<file path="config.mk">
export PLATFORM = sky130hd
export DESIGN_NAME = act_cmd_device_flat
export DESIGN_NICKNAME = d
export VERILOG_FILES = /design/src/inc/act_cmd_pkg.sv /design/src/inc/act_cmd_if.sv /design/src/core/act_cmd_device.sv /design/src/flat_wrapper.sv
export SDC_FILE = /design/constraint.sdc
export NUM_CORES = 1
export LEC_CHECK = 0
export ABC_AREA = 1
export BUFFER_PORTS_ARGS = -buffer_cell sky130_fd_sc_hd__buf_2
export CORE_ASPECT_RATIO = 0.7
export CORE_MARGIN = 5
export CORE_UTILIZATION = 55
export CTS_BUF_LIST = sky130_fd_sc_hd__clkbuf_4 sky130_fd_sc_hd__clkbuf_8 sky130_fd_sc_hd__clkbuf_16
export DETAILED_ROUTE_END_ITERATION = 10
export PLACE_DENSITY = 0.87
export SYNTH_ARGS = -nofsm -noshare
export SYNTH_HDL_FRONTEND = slang
export SYNTH_SLANG_ARGS = --single-unit
</file>
<file path="constraint.sdc">
create_clock -name clk_i -period 2.6 [get_ports clk_i]
set_clock_uncertainty 0.05 [all_clocks]
set_input_delay 0.26 -clock clk_i [delete_from_list [all_inputs] [get_ports clk_i]]
set_output_delay 0.26 -clock clk_i [all_outputs]
set_load 0.02 [all_outputs]
</file>
<file path="src/inc/act_cmd_pkg.sv">
/*
  Shared constants and types for the actuator command port: addressing,
  group numbers, NAME defaults, control-frame layout and timing counts.
  Assumes a 100 MHz clock and a CAN controller outside that hands over
  whole received frames and sends whole frames on request.
*/
package act_cmd_pkg;
  localparam int unsigned CLK_HZ        = 100_000_000;
  localparam int unsigned CLK_KHZ       = CLK_HZ / 1000;
  localparam int unsigned BIT_RATE_BPS  = 250_000;
  localparam int unsigned BIT_CYCLES    = CLK_HZ / BIT_RATE_BPS;

  localparam logic [7:0]  DEFAULT_SA    = 8'h13;
  localparam logic [7:0]  MAX_SA        = 8'hfd;
  localparam logic [7:0]  GLOBAL_DA     = 8'hff;
  localparam logic [7:0]  NULL_SA       = 8'hfe;
  localparam logic [2:0]  CTRL_PRIO     = 3'h6;
  localparam logic [2:0]  MGMT_PRIO     = 3'h6;

  localparam logic [17:0] PGN_PROP_A    = 18'h0ef00;
  localparam logic [17:0] PGN_PROP_A2   = 18'h1ef00;
  localparam logic [17:0] PGN_CLAIM     = 18'h0ee00;
  localparam logic [17:0] PGN_CMD_ADDR  = 18'h0fed8;
  localparam logic [28:0] CTRL_ID_DFLT  = 29'h18ef1300;

  localparam logic       NAME_AAC       = 1'h1;
  localparam logic [2:0] NAME_IND_GRP   = 3'h0;
  localparam logic [3:0] NAME_VS_INST   = 4'h0;
  localparam logic [6:0] NAME_VS        = 7'h00;
  localparam logic [7:0] NAME_FUNC      = 8'hff;
  localparam logic [4:0] NAME_ECU_INST  = 5'h00;
  localparam logic [2:0] NAME_FN_INST   = 3'h0;
  localparam logic [20:0] NAME_IDENT    = 21'h000001;
  // arbitrary neutral maker code
  localparam logic [10:0] NAME_MAKER    = 11'h5a5;

  // control frame byte positions
  localparam int unsigned POS_LO_BYTE   = 0;
  localparam int unsigned POS_HI_BYTE   = 1;
  localparam int unsigned CUR_LO_BYTE   = 2;
  localparam int unsigned CUR_HI_BYTE   = 3;
  localparam int unsigned SPD_BYTE      = 4;
  localparam int unsigned CTL_BYTE      = 7;
  localparam int unsigned CTL_BITS      = 6;
  localparam int unsigned ENABLE_BIT    = 0;
  // commanded-address frame: NAME in 0..7, new address in byte 8
  localparam int unsigned CMD_SA_BYTE   = 8;

  localparam int unsigned OVERLOAD_MS   = 15;
  localparam int unsigned TIMEOUT_MS    = 5000;
  localparam int unsigned CTRL_PERIOD_MS = 100;
  localparam int unsigned FEEDBACK_MS   = 100;
  localparam int unsigned CLAIM_WAIT_MS = 250;

  typedef struct packed {
    logic [28:0] id;
    logic [3:0]  dlc;
    logic [71:0] data;
  } can_frame_t;

  function automatic logic [63:0] build_name();
    return {NAME_AAC, NAME_IND_GRP, NAME_VS_INST, NAME_VS, 1'h0,
            NAME_FUNC, NAME_ECU_INST, NAME_FN_INST, NAME_MAKER,
            NAME_IDENT};
  endfunction

  function automatic logic [28:0] make_id(input logic [2:0] prio,
                                          input logic [17:0] pgn,
                                          input logic [7:0] da,
                                          input logic [7:0] sa);
    return {prio, pgn[17:8], da, sa};
  endfunction

  function automatic logic [7:0] frame_byte(input logic [71:0] d,
                                            input int unsigned n);
    return d[8*n +: 8];
  endfunction
endpackage
</file>
<file path="src/inc/act_cmd_if.sv">
/*
  Frame-level link between the actuator command port and its host.
  Each side offers a frame with a one-cycle valid; the carrier is the
  CAN network abstracted to whole frames, both ends on one clock.
*/
`timescale 1ns/1ns
interface act_cmd_if;
  import act_cmd_pkg::*;
  can_frame_t h2d_frame;
  logic       h2d_valid;
  can_frame_t d2h_frame;
  logic       d2h_valid;
  logic       bit_tick;

  modport device (input h2d_frame, input h2d_valid, input bit_tick,
                  output d2h_frame, output d2h_valid);
  modport host   (output h2d_frame, output h2d_valid, output bit_tick,
                  input d2h_frame, input d2h_valid);
endinterface

</file>
<file path="src/core/act_cmd_device.sv">
/*
  Actuator end of the command port: source address from default plus
  select pins, address claim with arbitrary retry, commanded address,
  control-frame decode, manual override, overload trip and timeout.
  Assumes the link delivers whole frames and that pins are asynchronous.
*/
`timescale 1ns/1ns
module act_cmd_device
  import act_cmd_pkg::*;
#(
  parameter int unsigned OVERLOAD_CYC = OVERLOAD_MS * CLK_KHZ,
  parameter int unsigned TIMEOUT_CYC  = TIMEOUT_MS * CLK_KHZ,
  parameter int unsigned FEEDBACK_CYC = FEEDBACK_MS * CLK_KHZ,
  parameter int unsigned CLAIM_CYC    = CLAIM_WAIT_MS * CLK_KHZ
) (
  // clock and reset
  input  wire logic        clk_i,
  input  wire logic        rst_b_i,
  // link
  act_cmd_if.device        link,
  // pins
  input  wire logic        addr_select_bit_one_i,
  input  wire logic        addr_select_bit_two_i,
  input  wire logic        addr_select_bit_three_i,
  input  wire logic        manual_extend_i,
  input  wire logic        manual_retract_i,
  // motor side
  input  wire logic        motor_starting_i,
  input  wire logic [15:0] motor_current_i,
  input  wire logic [15:0] fb_position_i,
  input  wire logic [15:0] fb_current_i,
  input  wire logic [7:0]  fb_speed_i,
  input  wire logic [7:0]  fb_motion_i,
  input  wire logic [7:0]  fb_error_i,
  // commands to motion control, status and address
  output logic [15:0]      target_position_o,
  output logic [15:0]      current_limit_o,
  output logic [7:0]       target_speed_o,
  output logic [5:0]       control_bits_o,
  output logic             motion_run_o,
  output logic             drive_extend_o,
  output logic             drive_retract_o,
  output logic             overload_o,
  output logic             msg_timeout_o,
  output logic             brake_o,
  output logic [7:0]       source_addr_o,
  output logic             addr_claimed_o
);
  import act_cmd_pkg::*;

  typedef enum logic [1:0] {
    CL_START = 2'b00,
    CL_WAIT  = 2'b01,
    CL_DONE  = 2'b10,
    CL_FAIL  = 2'b11
  } claim_st_t;

  typedef struct packed {
    logic [1:0]  sel1_s, sel2_s, sel3_s, ext_s, ret_s;
    logic        sel_loaded;
    logic [1:0]  sel_wait;
    logic [7:0]  sa;
    claim_st_t   cst;
    logic [31:0] claim_cnt;
    logic [15:0] pos;
    logic [15:0] cur;
    logic [7:0]  spd;
    logic [5:0]  ctl;
    logic        run;
    logic        ovl;
    logic [31:0] ovl_cnt;
    logic [31:0] to_cnt;
    logic        tout;
    logic [31:0] fb_cnt;
    logic        ext, ret, brake;
    can_frame_t  tx;
    logic        tx_v;
    logic        claimed;
  } dev_st_t;

  localparam dev_st_t RESET_ST = '{cst: CL_START, sa: DEFAULT_SA,
                                   default: '0};
  // edges before a synchronised strap is valid
  localparam logic [1:0] SYNC_FILL = 2'h2;
  localparam logic [7:0] PDU2_MIN  = 8'hf0;

  dev_st_t st_r, st_nxt;
  logic    manual;
  logic [7:0] da, rsa;
  logic [17:0] pgn;
  logic    en_new;
  logic [63:0] name;

  always_comb begin
    name    = build_name();
    manual  = st_r.ext_s[1] | st_r.ret_s[1];
    // group-extension groups keep their low byte in the id
    pgn     = (link.h2d_frame.id[23:16] >= PDU2_MIN) ?
              link.h2d_frame.id[25:8] : {link.h2d_frame.id[25:16], 8'h00};
    da      = link.h2d_frame.id[15:8];
    rsa     = link.h2d_frame.id[7:0];
    en_new  = 1'b0;
    st_nxt  = st_r;
    st_nxt.tx_v = 1'b0;
    st_nxt.sel1_s = {st_r.sel1_s[0], addr_select_bit_one_i};
    st_nxt.sel2_s = {st_r.sel2_s[0], addr_select_bit_two_i};
    st_nxt.sel3_s = {st_r.sel3_s[0], addr_select_bit_three_i};
    st_nxt.ext_s  = {st_r.ext_s[0], manual_extend_i};
    st_nxt.ret_s  = {st_r.ret_s[0], manual_retract_i};

    // strap taken once synchronisers have filled; open pins read zero
    if (!st_r.sel_loaded) begin
      if (st_r.sel_wait == SYNC_FILL) begin
        st_nxt.sel_loaded = 1'b1;
        st_nxt.sa = DEFAULT_SA + {5'h00, st_r.sel3_s[1], st_r.sel2_s[1],
                                  st_r.sel1_s[1]};
      end else begin
        st_nxt.sel_wait = st_r.sel_wait + 2'h1;
      end
    end

    // address claim
    unique case (st_r.cst)
      CL_START: if (st_r.sel_loaded && !st_r.tx_v) begin
        st_nxt.tx = '{id: make_id(MGMT_PRIO, PGN_CLAIM, GLOBAL_DA,
                                  st_r.sa),
                      dlc: 4'h8, data: {8'h00, name}};
        st_nxt.tx_v = 1'b1;
        st_nxt.claim_cnt = '0;
        st_nxt.cst = CL_WAIT;
      end
      CL_WAIT: begin
        st_nxt.claim_cnt = st_r.claim_cnt + 32'h1;
        if (st_r.claim_cnt >= CLAIM_CYC - 1)
          st_nxt.cst = CL_DONE;
      end
      CL_DONE: ;
      CL_FAIL: ;
    endcase

    // timeout counted first so a taken frame restarts it
    if (st_r.to_cnt >= TIMEOUT_CYC - 1)
      st_nxt.tout = 1'b1;
    else
      st_nxt.to_cnt = st_r.to_cnt + 32'h1;

    if (link.h2d_valid) begin
      // contention: lower NAME value wins
      if (pgn == PGN_CLAIM && rsa == st_r.sa &&
          st_r.cst != CL_FAIL) begin
        if (link.h2d_frame.data[63:0] < name) begin
          if (st_r.sa >= MAX_SA) begin
            st_nxt.cst = CL_FAIL;
            st_nxt.sa  = NULL_SA;
          end else begin
            st_nxt.sa  = st_r.sa + 8'h01;
            st_nxt.cst = CL_START;
          end
        end else begin
          st_nxt.cst = CL_START;
        end
      end
      // commanded address addressed to our NAME
      if (pgn == PGN_CMD_ADDR &&
          link.h2d_frame.data[63:0] == name) begin
        st_nxt.sa  = frame_byte(link.h2d_frame.data, CMD_SA_BYTE);
        st_nxt.cst = CL_START;
      end
      // control frame; manual use drops it
      if (pgn == PGN_PROP_A && da == st_r.sa && st_r.cst == CL_DONE
          && !manual) begin
        st_nxt.pos = {frame_byte(link.h2d_frame.data, POS_HI_BYTE),
                      frame_byte(link.h2d_frame.data, POS_LO_BYTE)};
        st_nxt.cur = {frame_byte(link.h2d_frame.data, CUR_HI_BYTE),
                      frame_byte(link.h2d_frame.data, CUR_LO_BYTE)};
        st_nxt.spd = frame_byte(link.h2d_frame.data, SPD_BYTE);
        st_nxt.ctl = CTL_BITS'(frame_byte(link.h2d_frame.data,
                                          CTL_BYTE));
        en_new     = 1'b1;
        st_nxt.to_cnt = '0;
        st_nxt.tout   = 1'b0;
      end
    end

    // enable low clears overload and stops; rise starts motion
    if (!st_nxt.ctl[ENABLE_BIT]) begin
      st_nxt.run = 1'b0;
      st_nxt.ovl = 1'b0;
    end else if (en_new && !st_r.ctl[ENABLE_BIT] && !st_r.ovl) begin
      st_nxt.run = 1'b1;
    end

    // overload trip, start phase exempt
    if (st_r.run && !motor_starting_i && motor_current_i > st_r.cur)
    begin
      st_nxt.ovl_cnt = st_r.ovl_cnt + 32'h1;
      if (st_r.ovl_cnt >= OVERLOAD_CYC) begin
        st_nxt.ovl = 1'b1;
        st_nxt.run = 1'b0;
      end
    end else begin
      st_nxt.ovl_cnt = '0;
    end

    st_nxt.ext   = st_r.ext_s[1] |
                   (!manual && st_r.run && fb_position_i < st_r.pos);
    st_nxt.ret   = !st_r.ext_s[1] & (st_r.ret_s[1] |
                   (!manual && st_r.run && fb_position_i > st_r.pos));
    st_nxt.brake = st_r.ovl;
    st_nxt.claimed = (st_nxt.cst == CL_DONE);

    // periodic feedback on proprietary A2, even under manual control
    if (st_r.fb_cnt >= FEEDBACK_CYC - 1) begin
      st_nxt.fb_cnt = '0;
      if (st_r.cst == CL_DONE && !st_nxt.tx_v) begin
        st_nxt.tx = '{id: make_id(CTRL_PRIO, PGN_PROP_A2, GLOBAL_DA,
                                  st_r.sa) | 29'h01000000,
                      dlc: 4'h8,
                      data: {8'h00, fb_error_i | {2'h0, st_r.tout,
                             3'h0, st_r.ovl, 1'h0}, fb_motion_i, 8'h00,
                             fb_speed_i, fb_current_i, fb_position_i}};
        st_nxt.tx_v = 1'b1;
      end
    end else begin
      st_nxt.fb_cnt = st_r.fb_cnt + 32'h1;
    end
  end

  always_ff @(posedge clk_i or negedge rst_b_i) begin
    if (!rst_b_i)
      st_r <= RESET_ST;
    else
      st_r <= st_nxt;
  end

  assign link.d2h_frame    = st_r.tx;
  assign link.d2h_valid    = st_r.tx_v;
  assign target_position_o = st_r.pos;
  assign current_limit_o   = st_r.cur;
  assign target_speed_o    = st_r.spd;
  assign control_bits_o    = st_r.ctl;
  assign motion_run_o      = st_r.run;
  assign drive_extend_o    = st_r.ext;
  assign drive_retract_o   = st_r.ret;
  assign overload_o        = st_r.ovl;
  assign msg_timeout_o     = st_r.tout;
  assign brake_o           = st_r.brake;
  assign source_addr_o     = st_r.sa;
  assign addr_claimed_o    = st_r.claimed;
endmodule

</file>
<file path="src/flat_wrapper.sv">
// flat-port wrapper written by rule: the top's interface ports become plain ports
module act_cmd_device_flat import act_cmd_pkg::*;
#(
  parameter int unsigned OVERLOAD_CYC = OVERLOAD_MS * CLK_KHZ,
  parameter int unsigned TIMEOUT_CYC  = TIMEOUT_MS * CLK_KHZ,
  parameter int unsigned FEEDBACK_CYC = FEEDBACK_MS * CLK_KHZ,
  parameter int unsigned CLAIM_CYC    = CLAIM_WAIT_MS * CLK_KHZ
)
  (clk_i, rst_b_i, addr_select_bit_one_i, addr_select_bit_two_i, addr_select_bit_three_i, manual_extend_i, manual_retract_i, motor_starting_i, motor_current_i, fb_position_i, fb_current_i, fb_speed_i, fb_motion_i, fb_error_i, target_position_o, current_limit_o, target_speed_o, control_bits_o, motion_run_o, drive_extend_o, drive_retract_o, overload_o, msg_timeout_o, brake_o, source_addr_o, addr_claimed_o, link_h2d_frame, link_h2d_valid, link_bit_tick, link_d2h_frame, link_d2h_valid);
  act_cmd_if link_i ();
  input  wire logic clk_i;
  input  wire logic rst_b_i;
  input  wire logic addr_select_bit_one_i;
  input  wire logic addr_select_bit_two_i;
  input  wire logic addr_select_bit_three_i;
  input  wire logic manual_extend_i;
  input  wire logic manual_retract_i;
  input  wire logic motor_starting_i;
  input  wire logic [15:0] motor_current_i;
  input  wire logic [15:0] fb_position_i;
  input  wire logic [15:0] fb_current_i;
  input  wire logic [7:0] fb_speed_i;
  input  wire logic [7:0] fb_motion_i;
  input  wire logic [7:0] fb_error_i;
  output logic [15:0] target_position_o;
  output logic [15:0] current_limit_o;
  output logic [7:0] target_speed_o;
  output logic [5:0] control_bits_o;
  output logic motion_run_o;
  output logic drive_extend_o;
  output logic drive_retract_o;
  output logic overload_o;
  output logic msg_timeout_o;
  output logic brake_o;
  output logic [7:0] source_addr_o;
  output logic addr_claimed_o;
  input wire logic [$bits(link_i.h2d_frame)-1:0] link_h2d_frame;
  input wire logic [$bits(link_i.h2d_valid)-1:0] link_h2d_valid;
  input wire logic [$bits(link_i.bit_tick)-1:0] link_bit_tick;
  output wire logic [$bits(link_i.d2h_frame)-1:0] link_d2h_frame;
  output wire logic [$bits(link_i.d2h_valid)-1:0] link_d2h_valid;
  assign link_i.h2d_frame = link_h2d_frame;
  assign link_i.h2d_valid = link_h2d_valid;
  assign link_i.bit_tick = link_bit_tick;
  assign link_d2h_frame = link_i.d2h_frame;
  assign link_d2h_valid = link_i.d2h_valid;
  act_cmd_device #(.OVERLOAD_CYC(OVERLOAD_CYC), .TIMEOUT_CYC(TIMEOUT_CYC), .FEEDBACK_CYC(FEEDBACK_CYC), .CLAIM_CYC(CLAIM_CYC)) u_core (.clk_i(clk_i), .rst_b_i(rst_b_i), .link(link_i), .addr_select_bit_one_i(addr_select_bit_one_i), .addr_select_bit_two_i(addr_select_bit_two_i), .addr_select_bit_three_i(addr_select_bit_three_i), .manual_extend_i(manual_extend_i), .manual_retract_i(manual_retract_i), .motor_starting_i(motor_starting_i), .motor_current_i(motor_current_i), .fb_position_i(fb_position_i), .fb_current_i(fb_current_i), .fb_speed_i(fb_speed_i), .fb_motion_i(fb_motion_i), .fb_error_i(fb_error_i), .target_position_o(target_position_o), .current_limit_o(current_limit_o), .target_speed_o(target_speed_o), .control_bits_o(control_bits_o), .motion_run_o(motion_run_o), .drive_extend_o(drive_extend_o), .drive_retract_o(drive_retract_o), .overload_o(overload_o), .msg_timeout_o(msg_timeout_o), .brake_o(brake_o), .source_addr_o(source_addr_o), .addr_claimed_o(addr_claimed_o));
endmodule
</file>
## Word-level counts from Yosys, hierarchy flattened

Cells that the tools add are included.
Widths: inputs -> output; s select.

- Logic and storage cells: 125
- Input port bits: 187
- Output and inout port bits: 167
- Register bits: 310

- Bitwise operators: 7
- $add $sub $neg: 7
- Mux-type cells: 33
- Equality and inequality tests: 12
- $lt $le $gt $ge: 10
- Reduce and logical (&&, ||, !) cells: 27

Operator list:

| kind | count |
|---|---|
| $mux 106 | 4 |
| $add 32x1->32 const B | 4 |
| $mux 32 | 3 |
| $pmux 34 s2 | 1 |
| $mux 33 | 2 |
| $eq 64x64->1 const B | 1 |
| $lt 64x64->1 const B | 1 |
| $eq 18x16->1 const B | 3 |
| $mux 10 | 4 |
| $mux 34 | 1 |
| $ge 32x21->1 const B | 1 |
| $ge 32x24->1 const B | 1 |
| $ge 32x25->1 const B | 1 |
| $ge 32x29->1 const B | 1 |
| $gt 16x16->1 | 2 |
| $mux 8 | 3 |
| $eq 8x8->1 | 2 |
| $ge 8x8->1 const B | 2 |
| $lt 16x16->1 | 1 |
| $logic_and 1x1->1 | 15 |
| $mux 11 | 1 |
| $mux 2 | 5 |
| $mux 1 | 9 |
| $add 8x1->8 const B | 1 |
| 14 further kinds | 27 |

## Longest topological paths before layout

Gate-level depths: netlist of the first run.

- Word-level depth: 14
- Depth in mapped cells: 15

## Least setup slack after synthesis of the first run

No wires, ideal clock.

- Kind: register to register
- Start point: register u_core.st_r[110] (netlist bit)
- End point: register u_core.st_r (netlist bit u_core.link.d2h_frame[61])
- Path slack: 0.717 ns
- Setup time: 0.121 ns
- Arrival: 1.711 ns
- Data required time: 2.429 ns
- Path buffers: 2
- Clock period less this slack: 1.883 ns
- Cell stages (with the launch flop): 14
- Cell sequence: dfrtp_1 ha_1 nand3_1 nor2_2 nand2_1 a31oi_1 o21a_1 nand2_1 nand2_2 nand2_1 buf_2 buf_2 nand3_1 nand2_1

RTL lines:

| what | line | text |
|---|---|---|
| start, declared | act_cmd_device.sv:87 | `dev_st_t st_r, st_nxt;` |
| start signal, assigned | act_cmd_device.sv:233 | `st_r <= st_nxt;` |

==> flow_metrics.env, run 1 <==
export IMPL_status="finished clean"
export IMPL_busiest_layer="met2"
export IMPL_vias_per_cell=5.45
export IMPL_cap_viol_max_count=0
export IMPL_ir_drop_mv=0.514
export IMPL_cts_sinks=310
export IMPL_port_buffers=345
export IMPL_power_share_clock=0.447
export IMPL_antenna_found_initial=7
export IMPL_p_sw_frac=0.243
export IMPL_rows=54
export IMPL_p_per_area_nw_per_um2=499
export IMPL_netlist_area_sq_um=17500
export IMPL_post_drt_wl_per_cell_microns=17.5
export IMPL_tightest_slew_ns=0.795
export IMPL_critical_path_top_delay_family="simple AND/OR/NAND/NOR gates"
export IMPL_final_nets=2753
export IMPL_synth_cells=2217
export IMPL_cts_tree="built"
export IMPL_slew_headroom=0.469
export IMPL_setup_viol=0
export IMPL_cp_buffers_inverters=2
export IMPL_hold_violations=0
export IMPL_grt_met2_usage=0.458
export IMPL_layout_commonest_cell="nand2_1"
export IMPL_hold_path_class="in2reg"
export IMPL_io_pins=354
export IMPL_mostFrequentLayoutCells="nand2_1, buf_2, dfrtp_1, inv_1, nor2_1"
export IMPL_cts_root_buf="clkbuf_16"
export IMPL_coreArea_sq_um=31300
export IMPL_crit_chain="dlygate4sd3_1, buf_2, nor2_1, nand4_1, nand2_1, nor2_1, nor2_1, nand3_1, o21ai_1, nand2_1, nand2_1, nand2_1"
export IMPL_min_period_ns=2.41
export IMPL_num_vias=16200
export IMPL_drc_errors=0
export IMPL_gp_congestion=0.925
export IMPL_sequentialPowerShare=0.475
export IMPL_rr_worst_depth=11
export IMPL_dp_cells=2797
export IMPL_path_max_fanout=12
export IMPL_synth_distinct_cells=51
export IMPL_use_met3=0.0588
export IMPL_final_min_period_over_clock_period=0.928
export IMPL_max_freq_mhz=415
export IMPL_drv_slew=0
export IMPL_crit_path_top_delay_cell="dlygate4sd3_1"
export IMPL_grt_pass1_vias=15800
export IMPL_fin_hold_ws_ns=0.00931
export IMPL_die_area_sq_um=35500
export IMPL_path_depth=12
export IMPL_p_leak_nw=10.3
export IMPL_start_util=0.559
export IMPL_power_w=0.0104
export IMPL_setup_tns_ns=0
export IMPL_firstDrtPassIters=6
export IMPL_h_tree_depth=1
export IMPL_fp_dieW_microns=223
export IMPL_synthToLayoutAreaGrowth_pct=19.1
export IMPL_die_y_microns=159
export IMPL_antenna_left=0
export IMPL_drive_above_1_share=0.189
export IMPL_rsz0062_at_grt="false"
export IMPL_worstSetupPathType="in2reg"
export IMPL_p_switching_w=0.00253
export IMPL_p_comb_frac=0.078
export IMPL_intPower_w=0.00787
export IMPL_grt_max_degree=79
export IMPL_avgSynthCellArea_sq_um=7.89
export IMPL_start_kind="primary input"
export IMPL_drt_iter0_drc=1555
export IMPL_grt_overflow=0
export IMPL_use_met1=0.382
export IMPL_final_cells=2973
export IMPL_synth_edf_count=0
export IMPL_cts_buffer_depth=3
export IMPL_yosys_warnings=0
export IMPL_clk_latency_ns=0.57
export IMPL_cpMostUsedCell="nand2_1"
export IMPL_wl_microns=51900
export IMPL_cts_buffers=31
export IMPL_hpwl_microns=36000
export IMPL_grt_pass1_wl_microns=83500
export IMPL_cts_setup_buffers=0
export IMPL_grt_usage=0.284
export IMPL_endpoint_kind="register"
export IMPL_worstPathArrival_ns=2.83
export IMPL_ys_seq_elements=310
export IMPL_fin_util=0.666
export IMPL_synthArstFlopShare=1.00
export IMPL_cp_data_required_time_ns=3.01
export IMPL_clk_pin_slew_ns=0.07
export IMPL_whs_path_depth=5
export IMPL_crit_path_max_incr_delay_ns=0.52
export IMPL_yosys_most_used_dff="dfrtp_1"
export IMPL_ys_seq_area_frac=0.444
## power by group through the flow
stage	clock [W]	sequential, W	combinational [W]
detailed placement	0	0.00502	0.000650
global placement	0	0.00502	0.000631
CTS	0.00473	0.00493	0.000788
finish	0.00465	0.00494	0.000807
global route	0.00494	0.00494	0.000891
floorplan	0	0.00499	0.000317
## flip-flops by register name, indices dropped and copies added, names as in the netlist
| name | cells |
|---|---|
| u_core.st_r | 138 |
| u_core.link.d2h_frame | 105 |
| u_core.current_limit_o | 16 |
| u_core.target_position_o | 16 |
| u_core.source_addr_o | 8 |
| u_core.target_speed_o | 8 |
| u_core.control_bits_o | 6 |
| u_core.st_nxt | 5 |
| u_core.addr_claimed_o | 1 |
| u_core.brake_o | 1 |
| u_core.drive_extend_o | 1 |
| u_core.drive_retract_o | 1 |
| u_core.link.d2h_valid | 1 |
| u_core.motion_run_o | 1 |
| u_core.msg_timeout_o | 1 |
| u_core.overload_o | 1 |
## path summary, 6_finish.rpt
check	startpoint	to	slack, ns
worst min register to register	u_core.st_nxt[301]	u_core.st_r[301]	0.31
worst max register to register	u_core.source_addr_o[0]	u_core.source_addr_o[3]	0.28
max in group asynchronous	rst_b_i	u_core.st_r[167]	1.47
min in group asynchronous	rst_b_i	u_core.st_r[261]	0.23
worst max-delay path	link_h2d_frame[32]	u_core.source_addr_o[3]	0.19
worst min-delay path	fb_current_i[15]	u_core.link.d2h_frame[31]	0.009
## tightest hold or removal path: stages
cell	delay (ns)
buf_2	0.10
nand2_1	0.05
o21ai_0	0.06
nand2_1	0.05
o21ai_0	0.07
## metrics by stage
stage	setup slack (ns)	cell area, sq um
finish	0.188	20800
floorplan	0.717	17500
CTS	0.294	20800
global route	0.0417	20800
detailed placement	0.315	18600
global placement	0.320	18600
## area by class of cell
class / instances / area, sq um
multi-input combinational: 1412 / 7220
inverter: 277 / 1040
clock buffer: 36 / 838
sequential: 310 / 7760
timing repair buffer: 492 / 3230
clock inverter: 22 / 225
antenna: 4 / 10.0
tap: 420 / 526
fill: 2493 / 10400
## routing by layer
metal,wire [microns],share of wire,up-vias
met5,13,0.00025,-
met4,2070,0.040,2
met3,4620,0.089,155
met2,24100,0.46,894
met1,21200,0.41,7568
li1,-,-,7576
## kinds of logic (layout without fill, tap and decap cells)
logic type / Yosys count / count (layout) / share of synthesized area
XOR/XNOR: 69 / 69 / 0.0345
other: 1 / 12 / 0.000214
AO/OA/AOI/OAI: 223 / 223 / 0.0700
adder cells (fa/ha/maj): 42 / 42 / 0.0300
flip-flops: 310 / 310 / 0.444
AND/OR/NAND/NOR: 1056 / 1056 / 0.268
buffers and inverters: 502 / 827 / 0.146
multiplexers: 14 / 14 / 0.00801
## synth_stat cells (all sizes together) (9+ instances only)
master / instances / area share
buf: 197 / 0.080
nand3b: 21 / 0.0090
clkbuf: 28 / 0.0061
nand3: 183 / 0.052
o22ai: 9 / 0.0032
a21oi: 56 / 0.016
o21a: 11 / 0.0047
mux2i: 14 / 0.0080
nor4: 16 / 0.0057
dfrtp: 307 / 0.44
xnor2: 16 / 0.0080
xor2: 53 / 0.027
nor3: 78 / 0.025
o21ai: 120 / 0.034
or2: 9 / 0.0032
nor2: 276 / 0.062
nand4: 43 / 0.015
ha: 42 / 0.030
nand2: 416 / 0.090
nor3b: 9 / 0.0041
inv: 276 / 0.059
## what timing repair did
item	in CTS	in global routing
hold buffers	114	0
hold endpoints to repair	185	0
gates resized for setup	0	0
(Power assumes the default switching activity.)
==> run 2, diff against run 1 <==
==> constraint.sdc (replaced) <==
create_clock -name clk_i -period 2.3 [get_ports clk_i]
set_clock_uncertainty 0.05 [all_clocks]
set_input_delay 0.23 -clock clk_i [delete_from_list [all_inputs] [get_ports clk_i]]
set_output_delay 0.23 -clock clk_i [all_outputs]
set_load 0.02 [all_outputs]
==> run 2 against run 1 <==
Against the previous run:
- total power up 17%
- combinational power up 20%
- die area unchanged
- utilization up 1.7 points
- critical path depth up 1
- final area up 2.6%
- non-clock buffer count up 32
- worst setup slack worse by 0.15 ns
- sequential cell count unchanged
- register-to-register slack worse by 0.24 ns
- critical path type is now reg2reg
==> flow_metrics.env, run 2 (synthesis results as in run 1) <==
export IMPL_hold_violations=0
export IMPL_crit_path_max_incr_delay_ns=0.36
export IMPL_antenna_found_initial=7
export IMPL_hpwl_microns=36600
export IMPL_cp_data_required_time_ns=2.70
export IMPL_synthToLayoutAreaGrowth_pct=22.2
export IMPL_path_depth=13
export IMPL_drv_slew=0
export IMPL_cts_tree="built"
export IMPL_critical_path_top_delay_family="simple AND/OR/NAND/NOR gates"
export IMPL_cap_viol_max_count=0
export IMPL_grt_pass1_vias=16200
export IMPL_largest_reg_flops=138
export IMPL_coreArea_sq_um=31300
export IMPL_worstSetupPathType="reg2reg"
export IMPL_ir_drop_mv=0.625
export IMPL_final_min_period_over_clock_period=0.982
export IMPL_drt_iter0_drc=1474
export IMPL_antenna_left=0
export IMPL_grt_overflow=0
export IMPL_grt_usage=0.285
export IMPL_start_kind="register"
export IMPL_p_leak_nw=10.6
export IMPL_grt_max_degree=76
export IMPL_status="finished clean"
export IMPL_cts_buffer_depth=3
export IMPL_cp_buffers_inverters=3
export IMPL_hold_path_class="in2reg"
export IMPL_vias_per_cell=5.52
export IMPL_setup_viol=0
export IMPL_crit_path_top_delay_cell="dfrtp_1"
export IMPL_worstPathArrival_ns=2.66
export IMPL_max_freq_mhz=443
export IMPL_slew_headroom=0.577
export IMPL_drc_errors=0
export IMPL_cts_sinks=310
export IMPL_firstDrtPassIters=6
export IMPL_die_area_sq_um=35500
export IMPL_postLayoutCellArea_sq_um=21400
export IMPL_dp_cells=2816
export IMPL_rr_worst_depth=13
export IMPL_clk_pin_slew_ns=0.07
export IMPL_mostFrequentLayoutCells="nand2_1, buf_2, dfrtp_1, inv_1, nor2_1"
export IMPL_p_per_area_nw_per_um2=568
export IMPL_r2r_setup_slack_ns=0.04
export IMPL_wl_microns=53600
export IMPL_cts_buffers=31
export IMPL_endpoint_kind="register"
export IMPL_die_y_microns=159
export IMPL_rsz0062_at_grt="true"
export IMPL_grt_pass1_wl_microns=84100
export IMPL_clk_latency_ns=0.57
export IMPL_crit_chain="inv_1, ha_1, inv_1, nor2_1, nor2_1, o21ai_0, nand2_1, nand3_1, nand2_1, o211ai_1, nand2_1, buf_12, nor3_1"
export IMPL_final_nets=2785
export IMPL_min_period_ns=2.26
export IMPL_io_pins=354
export IMPL_largest_register="u_core.st_r"
export IMPL_tightest_slew_ns=0.629
export IMPL_drive_above_1_share=0.204
export IMPL_fp_dieW_microns=223
export IMPL_num_vias=16600
export IMPL_h_tree_depth=1
export IMPL_whs_path_depth=3
export IMPL_cts_root_buf="clkbuf_16"
export IMPL_cpMostUsedCell="nand2_1"
export IMPL_layout_commonest_cell="nand2_1"
export IMPL_place_area_sq_um=18800
export IMPL_final_cells=3007
export IMPL_post_drt_wl_per_cell_microns=17.8
export IMPL_fin_hold_ws_ns=0.0729
export IMPL_gp_congestion=0.951
export IMPL_path_max_fanout=34
export IMPL_rows=54
export IMPL_port_buffers=345
export IMPL_start_util=0.559
[run 2: cell types whose count changed in the layout (fill, tap and decap cells not counted), sizes merged, moves of 2 or more]
cell,previous run,this run
clkinv,12,9
buf,378,404
clkbuf,36,43
inv,280,277
bufinv,3,7
diode,4,6
[run 2: per-stage QoR]
stage                     worst slack (ns)  setup TNS, ns  power (W)  utilization
after floorplan                      0.417              0    0.00600            -
after global placement               0.151              0    0.00641        0.601
after detailed placement            0.0383              0    0.00644        0.601
after CTS                          0.00658              0     0.0122        0.674
after global routing               -0.0458        -0.0515     0.0125        0.684
final                               0.0409              0     0.0121        0.684
[run 2: where the power goes]
| part | internal (W) | leakage [nW] | total [W] | switching (W) |
|---|---|---|---|---|
| Clock | 0.00341 | 0.557 | 0.00562 | 0.00222 |
| Sequential | 0.00551 | 3.65 | 0.00555 | 0.0000421 |
| Combinational | 0.000424 | 6.39 | 0.000965 | 0.000541 |
[run 2: worst paths after layout]
path / to / start
max in group asynchronous: u_core.target_speed_o[7] / rst_b_i
worst max register to register: u_core.st_r[181] / u_core.current_limit_o[1]
worst max-delay path: u_core.st_r[181] / u_core.current_limit_o[1]
worst min-delay path: u_core.st_r[168] / link_h2d_valid
min in group asynchronous: u_core.link.d2h_frame[54] / rst_b_i
worst min register to register: u_core.st_r[307] / u_core.st_nxt[307]
[run 2: area by class of cell]
| cell class | count | area, sq um |
|---|---|---|
| diodes | 6 | 15.0 |
| clock buffers | 38 | 847 |
| clock inverters | 20 | 289 |
| fillers | 2383 | 9900 |
| inverters | 277 | 1040 |
| multi-input cells | 1412 | 7300 |
| flip-flops and latches | 310 | 7760 |
| well taps | 420 | 526 |
| repair buffers | 524 | 3600 |
[run 2: layer usage]
metal / up-vias / GRT usage / part of all wire
met2: 972 / 0.458 / 0.46
met4: 0 / 0.122 / 0.050
met5: - / 0 / 0
li1: 7640 / - / -
met3: 176 / 0.0564 / 0.094
met1: 7824 / 0.379 / 0.39
[run 2: worst register-to-register path: stages, from the launching register on]
cell	delay, ns
dfrtp_1	0.36
inv_1	0.07
ha_1	0.28
inv_1	0.06
nor2_1	0.09
nor2_1	0.04
o21ai_0	0.19
nand2_1	0.10
nand3_1	0.12
nand2_1	0.08
o211ai_1	0.12
nand2_1	0.13
buf_12	0.19
nor3_1	0.26
[run 2: repair_timing]
| item | in CTS | in global routing |
|---|---|---|
| resized for setup | 0 | 31 |
| setup buffers | 0 | 6 |
| endpoints found under the hold margin | 279 | 0 |
| hold buffers | 115 | 0 |
| endpoints found under the setup margin | 0 | 118 |
==> run 3, diff against run 2 <==
--- a/config.mk
+++ b/config.mk
@@ -7,7 +7,7 @@
 export LEC_CHECK = 0
 export ABC_AREA = 1
 export BUFFER_PORTS_ARGS = -buffer_cell sky130_fd_sc_hd__buf_2
-export CORE_ASPECT_RATIO = 0.7
+export CORE_ASPECT_RATIO = 0.6
 export CORE_MARGIN = 5
 export CORE_UTILIZATION = 55
 export CTS_BUF_LIST = sky130_fd_sc_hd__clkbuf_4 sky130_fd_sc_hd__clkbuf_8 sky130_fd_sc_hd__clkbuf_16
==> run 3 against run 2 <==
Against the previous run:
- routed wire length grew 7.5%
- hold slack worse by 0.033 ns
- the flow now finishes with violations (negative setup slack)
- register-to-register slack lost 0.09 ns
==> flow_metrics.env, run 3 (synthesis results as in run 1) <==
export IMPL_status="complete, but fails checks"
export IMPL_failed_checks="negative setup slack"
export IMPL_clk_pin_slew_ns=0.08
export IMPL_largest_reg_flops=138
export IMPL_vias_per_cell=5.66
export IMPL_clk_latency_ns=0.58
export IMPL_setup_tns_ns=-0.728
export IMPL_grt_pass1_wl_microns=86100
export IMPL_num_vias=16900
export IMPL_worstSetupPathType="reg2reg"
export IMPL_start_util=0.559
export IMPL_crit_path_max_incr_delay_ns=0.40
export IMPL_synthToLayoutAreaGrowth_pct=22.0
export IMPL_min_period_ns=2.35
export IMPL_p_leak_nw=10.6
export IMPL_grt_overflow=0
export IMPL_r2r_setup_slack_ns=-0.05
export IMPL_cts_root_buf="clkbuf_16"
export IMPL_hpwl_microns=38100
export IMPL_endpoint_kind="register"
export IMPL_die_y_microns=148
export IMPL_antenna_left=0
export IMPL_tightest_slew_ns=0.734
export IMPL_rows=50
export IMPL_grt_pass1_vias=16300
export IMPL_grt_met2_usage=0.467
export IMPL_path_depth=11
export IMPL_gp_congestion=0.985
export IMPL_drc_errors=0
export IMPL_wl_microns=57600
export IMPL_setup_ws_ns=-0.0531
export IMPL_drv_slew=0
export IMPL_use_met3=0.0701
export IMPL_drive_above_1_share=0.204
export IMPL_worstPathArrival_ns=2.76
export IMPL_io_pins=354
export IMPL_final_nets=2774
export IMPL_port_buffers=345
export IMPL_hold_path_class="in2reg"
export IMPL_setup_viol=27
export IMPL_use_met1=0.399
export IMPL_cts_buffer_depth=3
export IMPL_cts_tree="built"
export IMPL_grt_usage=0.300
export IMPL_drt_iter0_drc=1962
export IMPL_cp_buffers_inverters=3
export IMPL_coreArea_sq_um=31300
export IMPL_largest_register="u_core.st_r"
export IMPL_crit_path_top_delay_cell="dfrtp_1"
export IMPL_layout_commonest_cell="nand2_1"
export IMPL_crit_chain="inv_1, ha_1, nand2_1, inv_1, o21ai_0, nand3_1, nand2_1, o211ai_1, nand2_2, clkbuf_16, nor2_1"
export IMPL_whs_path_depth=3
export IMPL_critical_path_top_delay_family="simple AND/OR/NAND/NOR gates"
export IMPL_die_area_sq_um=35600
export IMPL_grt_max_degree=79
export IMPL_path_max_fanout=17
export IMPL_post_drt_wl_per_cell_microns=19.3
export IMPL_antenna_found_initial=4
export IMPL_p_per_area_nw_per_um2=557
export IMPL_busiest_layer="met2"
export IMPL_ir_drop_mv=0.645
export IMPL_start_kind="register"
export IMPL_h_tree_depth=1
export IMPL_cts_sinks=310
export IMPL_rr_worst_depth=11
export IMPL_mostFrequentLayoutCells="nand2_1, buf_2, dfrtp_1, inv_1, nor2_1"
export IMPL_max_freq_mhz=425
export IMPL_fp_dieW_microns=240
export IMPL_firstDrtPassIters=7
export IMPL_cap_viol_max_count=0
export IMPL_cts_buffers=30
export IMPL_final_min_period_over_clock_period=1.02
export IMPL_slew_headroom=0.509
export IMPL_fin_hold_ws_ns=0.0397
export IMPL_cp_data_required_time_ns=2.70
export IMPL_hold_violations=0
[run 3: cell types whose count changed in the layout (fill, tap and decap cells not counted), sizes merged]
cell / before / now
diode: 6 / 3
bufinv: 7 / 3
buf: 404 / 395
clkbuf: 43 / 45
clkinvlp: 4 / 3
[run 3: cell type report]
class                   instances  area, sq um
fillers                      2300         9930
clock buffers                  41          901
diodes                          3         7.51
multi-input cells            1412         7350
clock inverters                15          169
flip-flops and latches        310         7760
repair buffers                514         3600
well taps                     416          520
inverters                     277         1040
[run 3: worst paths after layout]
| path | startpoint | endpoint |
|---|---|---|
| worst min register to register | u_core.st_nxt[301] | u_core.st_r[301] |
| worst max-delay path | u_core.current_limit_o[5] | u_core.st_r[186] |
| min in group asynchronous | rst_b_i | u_core.link.d2h_frame[53] |
| max in group asynchronous | rst_b_i | u_core.st_r[132] |
| worst min-delay path | link_h2d_valid | u_core.st_r[162] |
| worst max register to register | u_core.current_limit_o[5] | u_core.st_r[186] |
[run 3: what timing repair did]
item                       CTS  global route
hold endpoints to repair   176             0
resized for setup            0            31
setup endpoints to repair    0            73
hold buffers               115             0
buffers inserted             0             2
[run 3: power by group]
group          internal, W  switching [W]  total, W
Sequential         0.00551      0.0000692   0.00558
Combinational     0.000427       0.000543  0.000970
Clock              0.00309        0.00225   0.00534
[run 3: stage by stage]
step | util | setup slack (ns) | power, W | instances | instance area (sq um)
after floorplan | - | 0.417 | 0.00600 | 2224 | 17500
after global placement | 0.603 | 0.145 | 0.00641 | 2808 | 18900
after detailed placement | 0.603 | 0.0531 | 0.00644 | 2808 | 18900
after CTS | 0.674 | 0.0352 | 0.0119 | 2979 | 21100
after global routing | 0.682 | -0.0998 | 0.0123 | 2985 | 21300
final | 0.683 | -0.0531 | 0.0119 | 2988 | 21300
[run 3: metal layers]
metal	vias up	routed length, microns
li1	7610	-
met3	306	6190
met2	1156	25600
met1	7853	21900
met4	2	3900
met5	-	11
[run 3: tightest hold or removal path: cells and delay by family]
kind,cells,cell delay [ns]
compound gates,1,0.09
buf+inv,2,0.31
